`src/spt_pkg.sv`:
```
package spt_pkg;
  // Register indices; byte address is four times the index
  localparam logic [15:0] IDX_COUNT = 16'h0100;
  localparam logic [15:0] IDX_PERIOD = 16'h0102;
  localparam logic [15:0] IDX_CTRL = 16'h0104;
  localparam logic [15:0] IDX_FLAG = 16'h0106;
  localparam int ADDR_W = 12;

  // Control field positions
  localparam int CTRL_ON_BIT = 15;
  localparam int CTRL_IDLE_BIT = 13;
  localparam int CTRL_GATE_BIT = 6;
  localparam int CTRL_PS_HI = 5;
  localparam int CTRL_PS_LO = 4;
  localparam int CTRL_SYNC_BIT = 2;
  localparam int CTRL_CS_BIT = 1;
  localparam int FLAG_BIT = 0;

  // Reset values
  localparam logic [15:0] COUNT_RST = 16'h0000;
  localparam logic [15:0] PERIOD_RST = 16'hFFFF;
  localparam logic [7:0] PS_ZERO = 8'h00;
  localparam logic [7:0] PS_ONE = 8'h01;
  localparam logic [15:0] CNT_ONE = 16'h0001;

  // Prescaler terminal counts for 1:1, 1:8, 1:64, 1:256
  localparam logic [7:0] PS_LIM_1 = 8'h00;
  localparam logic [7:0] PS_LIM_8 = 8'h07;
  localparam logic [7:0] PS_LIM_64 = 8'h3F;
  localparam logic [7:0] PS_LIM_256 = 8'hFF;

  typedef enum logic [1:0] {
    MODE_TIMER,
    MODE_GATED,
    MODE_SYNC,
    MODE_ASYNC
  } spt_mode_e;

  typedef struct packed {
    logic count_enable;
    logic idle_stop_bit;
    logic gate_accumulate_enable;
    logic [1:0] prescale_select;
    logic external_sync_select;
    logic clock_source_select;
  } spt_ctrl_s;

  typedef struct packed {
    logic [15:0] count_value;
    logic [15:0] period_value;
    spt_ctrl_s ctrl;
    logic period_match_flag;
    logic [7:0] presc;
    logic ck_s1;
    logic ck_s2;
    logic ck_s3;
    logic ack;
    logic [31:0] rdata;
    logic irq;
  } spt_state_s;
endpackage

```
`src/spt_timer.sv`:
```
// Functional notes
// - Timer mode counts cycles, wraps after period
// - Idle stops count when idle-stop set
// - Sync counter counts synchronised external rising edges
// - Async counter counts the same synchronised external rising edges
// - Async counter stops in Idle only if set
// - Gated mode counts cycles while gate high
// - Prescaler divides by 1, 8, 64, 256
// - Count write, enable clear, reset clear prescaler
// - Disabled timer leaves prescaler untouched except by count write
// - Control write never changes the count
// - Interrupt on period match and gate fall
// - Match sets sticky flag, software clears it
// - Sleep counting only in async external mode
`timescale 1ns/1ps
`default_nettype none
module spt_timer
  import spt_pkg::*;
(
  input wire logic clk,
  input wire logic sys_rst,
  input wire logic [ADDR_W-1:0] avs_address,
  input wire logic avs_read,
  input wire logic avs_write,
  input wire logic [31:0] avs_writedata,
  input wire logic [3:0] avs_byteenable,
  output logic [31:0] avs_readdata,
  output logic avs_waitrequest,
  input wire logic external_clock_gate_pin,
  input wire logic cpu_idle,
  input wire logic cpu_sleep,
  output logic period_match_flag,
  output logic irq_request
);

  spt_state_s q;
  spt_state_s next_q;

  // Index to byte address
  function automatic logic [ADDR_W-1:0] byte_addr(input logic [15:0] idx);
    byte_addr = {idx[ADDR_W-3:0], 2'b00};
  endfunction

  // Byte-lane merge of a 16-bit register
  function automatic logic [15:0] merge16(input logic [15:0] old, input logic [31:0] wd,
                                          input logic [3:0] be);
    merge16 = old;
    if (be[0]) begin
      merge16[7:0] = wd[7:0];
    end
    if (be[1]) begin
      merge16[15:8] = wd[15:8];
    end
  endfunction

  // Prescaler terminal count
  function automatic logic [7:0] ps_limit(input logic [1:0] sel);
    case (sel)
      2'b00: ps_limit = PS_LIM_1;
      2'b01: ps_limit = PS_LIM_8;
      2'b10: ps_limit = PS_LIM_64;
      default: ps_limit = PS_LIM_256;
    endcase
  endfunction

  // Operating mode from control fields
  function automatic spt_mode_e mode_of(input spt_ctrl_s c);
    if (!c.clock_source_select) begin
      mode_of = c.gate_accumulate_enable ? MODE_GATED : MODE_TIMER;
    end else begin
      mode_of = c.external_sync_select ? MODE_SYNC : MODE_ASYNC;
    end
  endfunction

  // Control register image
  function automatic logic [15:0] ctrl_word(input spt_ctrl_s c);
    ctrl_word = 16'h0000;
    ctrl_word[CTRL_ON_BIT] = c.count_enable;
    ctrl_word[CTRL_IDLE_BIT] = c.idle_stop_bit;
    ctrl_word[CTRL_GATE_BIT] = c.gate_accumulate_enable;
    ctrl_word[CTRL_PS_HI:CTRL_PS_LO] = c.prescale_select;
    ctrl_word[CTRL_SYNC_BIT] = c.external_sync_select;
    ctrl_word[CTRL_CS_BIT] = c.clock_source_select;
  endfunction

  spt_mode_e mode;
  logic req;
  logic acc;
  logic wr_count;
  logic wr_period;
  logic wr_ctrl;
  logic wr_flag;
  logic run;
  logic src_pulse;
  logic in_pulse;
  logic tick;
  logic at_period;
  logic ext_rise;
  logic gate_fall;
  logic match_set;
  logic [7:0] lim;
  logic [15:0] ctrl_new;

  // Access decode; answer one cycle after the request appears
  assign req = avs_read | avs_write;
  assign acc = req & q.ack;
  assign wr_count = acc & avs_write & (avs_address == byte_addr(IDX_COUNT));
  assign wr_period = acc & avs_write & (avs_address == byte_addr(IDX_PERIOD));
  assign wr_ctrl = acc & avs_write & (avs_address == byte_addr(IDX_CTRL));
  assign wr_flag = acc & avs_write & (avs_address == byte_addr(IDX_FLAG));
  assign ctrl_new = merge16(ctrl_word(q.ctrl), avs_writedata, avs_byteenable);

  // Count source selection and gating
  assign mode = mode_of(q.ctrl);
  assign ext_rise = q.ck_s2 & ~q.ck_s3;
  assign gate_fall = q.ck_s3 & ~q.ck_s2;
  assign lim = ps_limit(q.ctrl.prescale_select);
  assign at_period = (q.count_value == q.period_value);
  always_comb begin
    run = q.ctrl.count_enable;
    if (cpu_idle && q.ctrl.idle_stop_bit) begin
      run = 1'b0;
    end
    if (cpu_sleep && (mode != MODE_ASYNC)) begin
      run = 1'b0;
    end
    case (mode)
      MODE_TIMER: src_pulse = 1'b1;
      MODE_GATED: src_pulse = q.ck_s2;
      MODE_SYNC: src_pulse = ext_rise;
      MODE_ASYNC: src_pulse = ext_rise;
      default: src_pulse = 1'b0;
    endcase
  end
  assign in_pulse = run & src_pulse;
  assign tick = in_pulse & (q.presc == lim);
  assign match_set = (tick & at_period) |
                     (q.ctrl.count_enable & (mode == MODE_GATED) & gate_fall);

  // Next state
  always_comb begin
    next_q = q;
    next_q.irq = 1'b0;
    next_q.ck_s1 = external_clock_gate_pin;
    next_q.ck_s2 = q.ck_s1;
    next_q.ck_s3 = q.ck_s2;
    next_q.ack = req & ~q.ack;
    // Prescaler advances only on qualified input pulses
    if (in_pulse) begin
      next_q.presc = (q.presc == lim) ? PS_ZERO : q.presc + PS_ONE;
    end
    // Counter compare and wrap on each prescaled tick
    if (tick) begin
      next_q.count_value = at_period ? COUNT_RST : q.count_value + CNT_ONE;
    end
    if (match_set) begin
      next_q.irq = 1'b1;
    end
    // Read data captured while waitrequest is high
    if (avs_read && !q.ack) begin
      if (avs_address == byte_addr(IDX_COUNT)) begin
        next_q.rdata = {16'h0000, q.count_value};
      end else if (avs_address == byte_addr(IDX_PERIOD)) begin
        next_q.rdata = {16'h0000, q.period_value};
      end else if (avs_address == byte_addr(IDX_CTRL)) begin
        next_q.rdata = {16'h0000, ctrl_word(q.ctrl)};
      end else if (avs_address == byte_addr(IDX_FLAG)) begin
        next_q.rdata = {16'h0000, 15'h0000, q.period_match_flag};
      end else begin
        next_q.rdata = 32'h00000000;
      end
    end
    // Register writes
    if (wr_count) begin
      next_q.count_value = merge16(q.count_value, avs_writedata, avs_byteenable);
      next_q.presc = PS_ZERO;
    end
    if (wr_period) begin
      next_q.period_value = merge16(q.period_value, avs_writedata, avs_byteenable);
    end
    if (wr_ctrl) begin
      next_q.ctrl.count_enable = ctrl_new[CTRL_ON_BIT];
      next_q.ctrl.idle_stop_bit = ctrl_new[CTRL_IDLE_BIT];
      next_q.ctrl.gate_accumulate_enable = ctrl_new[CTRL_GATE_BIT];
      next_q.ctrl.prescale_select = ctrl_new[CTRL_PS_HI:CTRL_PS_LO];
      next_q.ctrl.external_sync_select = ctrl_new[CTRL_SYNC_BIT];
      next_q.ctrl.clock_source_select = ctrl_new[CTRL_CS_BIT];
      if (q.ctrl.count_enable && !ctrl_new[CTRL_ON_BIT]) begin
        next_q.presc = PS_ZERO;
      end
    end
    // Flag: write one to clear, a new match wins
    if (wr_flag && avs_byteenable[0] && avs_writedata[FLAG_BIT]) begin
      next_q.period_match_flag = 1'b0;
    end
    if (match_set) begin
      next_q.period_match_flag = 1'b1;
    end
  end

  // State register
  always_ff @(posedge clk) begin
    if (sys_rst) begin
      q <= '0;
      q.count_value <= COUNT_RST;
      q.period_value <= PERIOD_RST;
      q.presc <= PS_ZERO;
    end else begin
      q <= next_q;
    end
  end

  assign avs_waitrequest = req & ~q.ack;
  assign avs_readdata = q.rdata;
  assign period_match_flag = q.period_match_flag;
  assign irq_request = q.irq;
endmodule
`default_nettype wire

```
`config.mk`:
```
export PLATFORM = sky130hd
export DESIGN_NAME = spt_timer
export DESIGN_NICKNAME = d
export VERILOG_FILES = /design/src/spt_pkg.sv /design/src/spt_timer.sv
export SDC_FILE = /design/constraint.sdc
export NUM_CORES = 1
export LEC_CHECK = 0
export BUFFER_PORTS_ARGS = -buffer_cell sky130_fd_sc_hd__buf_4
export CORE_ASPECT_RATIO = 2
export CORE_MARGIN = 5
export CORE_UTILIZATION = 24
export CTS_CLUSTER_SIZE = 30
export DETAILED_ROUTE_END_ITERATION = 8
export SYNTH_ARGS = -nofsm -noshare
export SYNTH_HDL_FRONTEND = slang
export SYNTH_SLANG_ARGS = --single-unit
```
`constraint.sdc`:
```
create_clock -name clk -period 5.6 [get_ports clk]
set_input_delay 1.4 -clock clk [delete_from_list [all_inputs] [get_ports clk]]
set_output_delay 1.4 -clock clk [all_outputs]
set_load 0.02 [all_outputs]
```
# ---- Word-level counts from Yosys, hierarchy flattened
# Cells that the tools add are included.
dict set report op_classes {
  add_sub_neg 2
  n_eq_ne 14
  n_mux 25
  bitwise_logic 19
  reduce_logical 19
}
# op count
set ops {}
lappend ops {{$mux 16} 6}
lappend ops {{$mux 8} 8}
lappend ops {{$eq 12x11->1 const B} 4}
lappend ops {{$pmux 8 s3} 1}
lappend ops {{$add 16x1->16 const B} 1}
lappend ops {{$eq 16x16->1} 1}
lappend ops {{$and 1x1->1} 14}
lappend ops {{$reduce_and 2->1} 6}
lappend ops {{$add 8x1->8 const B} 1}
lappend ops {{$eq 8x8->1} 1}
lappend ops {{$mux 1} 8}
lappend ops {{$eq 2x2->1 const B} 3}
lappend ops {{$logic_and 1x1->1} 6}
lappend ops {{$ne 2x2->1 const B} 3}
lappend ops {{$eq 2x1->1 const B} 2}
lappend ops {{$logic_not 2->1} 2}
lappend ops {{$reduce_bool 2->1} 2}
lappend ops {{$not 1->1} 3}
lappend ops {{$pmux 1 s3} 1}
lappend ops {{$logic_not 1->1} 2}
lappend ops {{$mux 2} 1}
lappend ops {{$or 1x1->1} 2}
lappend ops {{$reduce_or 2->1} 1}
dict set report word_totals {
  regBits 85
  input_bits 55
}

# ---- Depth between registers and ports, before layout
dict set report logic_depth {
  ltp_word 10
  mapped_depth 9
}

# ---- Worst setup path before layout
# OpenSTA, ideal clock, no wires.
dict set report synth_path {
  kind {in2reg}
  start {in avs_address[6]}
  end {reg q[71] (netlist name)}
  arrival_time_ps 3162
  setup_slack_ps 2320
  path_stages 7
  cell_sequence {or4_4 -> nor3_4 -> nand2b_4 -> and2_4 -> buf_6 -> a32o_1 -> a32o_1}
}
dict set report synth_between {
  elab_chain_cells 4
  word_cells_on_any_way 6
  cone_classes {eq/ne (2); mux (1); bitwise (1); reduce/logical (2)}
}
# element line_no
set synth_lines {}
lappend synth_lines {{start: declaration} spt_timer.sv:22} ;# input wire logic [ADDR_W-1:0] avs_address,
lappend synth_lines {{$eq 12x11->1 (*)} spt_timer.sv:107} ;# assign wr_count = acc & avs_write & (avs_address == byte_addr(IDX_COUNT));
lappend synth_lines {{$and 1x1->1 (*)} spt_timer.sv:107}
lappend synth_lines {{$ne 2x2->1 (no line) or $reduce_bool 2->1 (tied branches)} --}
lappend synth_lines {{$reduce_and 2->1 (no line)} --}
lappend synth_lines {{end signal: assignment} spt_timer.sv:209} ;# q <= next_q;
lappend synth_lines {{end: declaration} spt_timer.sv:36} ;# spt_state_s q;
# Every way passes the cells marked *; elsewhere a longest branch is shown, timed or not.
# A chain may end at the register's enable or synchronous reset.

# ---- Worst setup path after layout
dict set report layout_path {
  start {in avs_address[6]}
  end {reg q[57] (netlist name)}
}
dict set report layout_between {
  elab_chain_cells 3
}
# element line_no
set layout_lines {}
lappend layout_lines {{$eq 12x11->1} spt_timer.sv:108} ;# assign wr_period = acc & avs_write & (avs_address == byte_addr(IDX_PERIOD));
lappend layout_lines {{$and 1x1->1} spt_timer.sv:108}
lappend layout_lines {{$reduce_and 2->1 (no line)} --}
# No other way between the ends.

==> results.ini <==
[cells_and_area]
fillers = 1732
drive_above_1_share = 0.1703
multiInputGateArea_um2 = 2131
fin_area_um2 = 4501
fin_nets = 563
seq_area_um2 = 1381
area_delta_synth_final_pct = 16.29
diodes = 0

[worst_setup_path]
crit_fanout = 17
path_cells = buf_4 -> or4_4 -> or4_1 -> nor2_4 -> nand2_1 -> nand2_1 -> nand3_1
slowest_stage = or4_1
critical_path_class = in -> reg
path_common_cell = nand2_1
r2r_start = q[48]
endpoint_kind = flip-flop
worstRegToRegCells = 6
critPathArrivalTime_ns = 3.84
required_ns = 5.79
critPathMaxStageDelay_ns = 0.71
critPathLaunch = avs_address[6]
start_kind = primary input

[timing]
fin_crit_ns = 3.644
setup_viol = 0
timing.slew.headroom = 0.4312
post-route-period-util = 0.6508
rsz0062_at_grt = no
finalClockSkew_ns = 0.01117
tightest_slew_ns = 0.8455
finalMaxSlewViolations = 0
clock.fmax_mhz = 274.4
hold_slack_ns = 0.4461
hold_viol_final = 0
setup_tns_ns = 0

[placement]
dpl.hpwl_um = 8966
port_buffers = 55
placed_area_um2 = 4229
globalplace.congestion = 0.8275

[routing]
wl_met1_um = 4083
met2_length_um = 6367
route.met3.wl_um = 578
vias = 3485
drc = 0
viasPerCell = 4.895
first_pass_iters = 6
top_layer = met4
drt_iter0_markers = 286
wl_um = 11650
final_antenna_net_count = 0
wl_per_cell_um = 16.36

[pwr]
combPwrFrac = 0.070
p_leak_nw = 1.678
p_int_uw = 832.1
p_switching_uw = 269.9
p_per_area_nw_per_um2 = 244.9
swShare = 0.2449
pwr-share-clk = 0.482
seqPwrFrac = 0.448
peakVddDrop_uv = 100.8

[clock_tree]
cts_resized = 0
cts_buffer_depth = 2
ctsRootBufferMaster = clkbuf_16
cts_tree = done
numCtsBuffers = 9
cts_sinks = 69
clk_latency_ns = 0.34
ctsHoldBuffers = 0
path_clk_slew_ns = 0.06
ctsHtreeMaxLevel = 3
post-cts-setup-buffers = 0

[grt]
grt_usage = 0.1243
antenna_found_initial = 0
grt_overflow_total = 0
grt_max_degree = 48
grt_pass1_vias = 3443
grt_first_pass_wirelength_um = 18210

[logic_synthesis]
syn_inst = 484
ys_seq_area_frac = 0.3569
synth_cell_types = 56
synth_async_sr_flop_share = 0
synth_area_um2 = 3870
synth_edf_count = 0
dominantRegCellSynth = dfxtp_1
synth-seq-cells = 69
yosysWarningCount = 0
avgSynthCellArea_um2 = 7.996

[floorplanning]
die-width_um = 99.79
die_y_um = 189.6
die_area_um2 = 18920
start_util = 0.2440
io_pins = 90
rows = 65
coreArea_um2 = 15860

[worst_hold_path]
hp-start = next_q[35]
worstHoldPathType = reg -> reg
worstHoldPathCells = 1

[run_status]
outcome = finished clean

[run]
drv_cap = 0

==> registers in the layout, indices dropped and copies added (netlist names) <==
| register | cells |
|---|---|
| avs_readdata | 16 |
| irq_request | 1 |
| next_q | 2 |
| period_match_flag | 1 |
| q | 49 |
==> final cells by class <==
type	count	share of cell area
tap	201	0.05588
multi-input combinational	358	0.4734
sequential	69	0.3069
clock buffer	13	0.05560
clock inverter	3	0.004726
inverter	12	0.01001
timing repair buffer	56	0.09341
==> metrics by stage <==
step | std cells | setup slack, ns | util | total power, mW
2_1_floorplan | 499 | 2.320 | - | 0.5554
3_3_place_gp | 696 | 1.617 | 0.2667 | 0.5828
3_5_place_dp | 696 | 1.605 | 0.2667 | 0.5827
4_1_cts | 712 | 1.959 | 0.2838 | 1.109
5_1_grt | 712 | 1.873 | 0.2838 | 1.131
6_report | 712 | 1.956 | 0.2838 | 1.102
==> kinds of logic after synthesis <==
logic type | Yosys count | share of synthesized area
buffers and inverters | 72 | 0.1070
adders and majority gates | 2 | 0.006465
muxes | 22 | 0.05690
AOI/OAI and AO/OA | 83 | 0.1452
and+or+nand+nor | 212 | 0.2745
other | 1 | 0.0009690
xor gates and xnor gates | 23 | 0.05205
DFF | 69 | 0.3569
==> Yosys cell counts (2+ instances only) <==
cell type  number  area (um2)
buf_2           4       20.02
nor2b_1         8       50.05
nor4_1          7       43.79
a21boi_2        2       22.52
a32o_1          2       20.02
or3_1           2       12.51
a221oi_1        3       26.28
and3_1          3       18.77
nor2_1         38       142.6
buf_4          33       247.7
a21oi_1        31       155.2
nand4_1         7       43.79
a22oi_1        10       75.07
a211oi_1        2       15.01
a31oi_1         2       12.51
inv_1          11       41.29
ha_1            2       25.02
nor3_1         15       75.07
xor2_1         19       166.4
xnor2_1         4       35.03
nand2b_1        3       18.77
clkbuf_1       20       75.07
mux2i_1        22       220.2
nand3_1        53       265.3
nand2_1        56       210.2
o32ai_1        11       96.34
o21ai_0         9       45.04
buf_6           2       22.52
a32oi_1         3       26.28
or4_1           3       22.52
or2_2           4       25.02
dfxtp_1        69        1381
==> cell usage in the layout, fill, tap and decap left out, types with 4 or more instances in the layout <==
cell type	Yosys	layout
a21oi_1	31	31
nor4_1	7	7
a22oi_1	10	10
o32ai_1	11	11
nand4_1	7	7
nor2b_1	8	8
inv_1	11	11
xnor2_1	4	4
or2_2	4	4
nand2_1	56	56
dfxtp_1	69	69
o21ai_0	9	9
xor2_1	19	19
nand3_1	53	53
clkbuf_16	0	9
conb_1	1	16
mux2i_1	22	22
buf_4	33	56
nor3_1	15	15
nor2_1	38	38
==> power groups by stage <==
stage	logic (mW)	clock network (mW)	registers, mW
after floorplan	0.0512	0	0.504
after global placement	0.0778	0	0.505
after detailed placement	0.0777	0	0.505
after CTS	0.0779	0.537	0.494
after global routing	0.0834	0.554	0.494
final	0.0771	0.531	0.494
==> worst paths after layout <==
path,end,slack (ns)
min reg2reg,next_q[34],0.45
max reg2reg,q[83],3.19
max,q[57],1.96
min,next_q[34],0.45
==> routing by layer <==
layer | global-route usage | up-vias
li1 | - | 1717
met3 | 0.02239 | 33
met5 | 0 | -
met2 | 0.2293 | 116
met4 | 0.08574 | 0
met1 | 0.1216 | 1619
==> worst max-delay path, delay by kind of cell <==
| kind | cells | cell delay (ns) |
|---|---|---|
| AND/OR/NAND/NOR | 6 | 2.32 |
| buffers and inverters | 1 | 0.11 |
No activity file was read; power rests on OpenSTA's default activity.
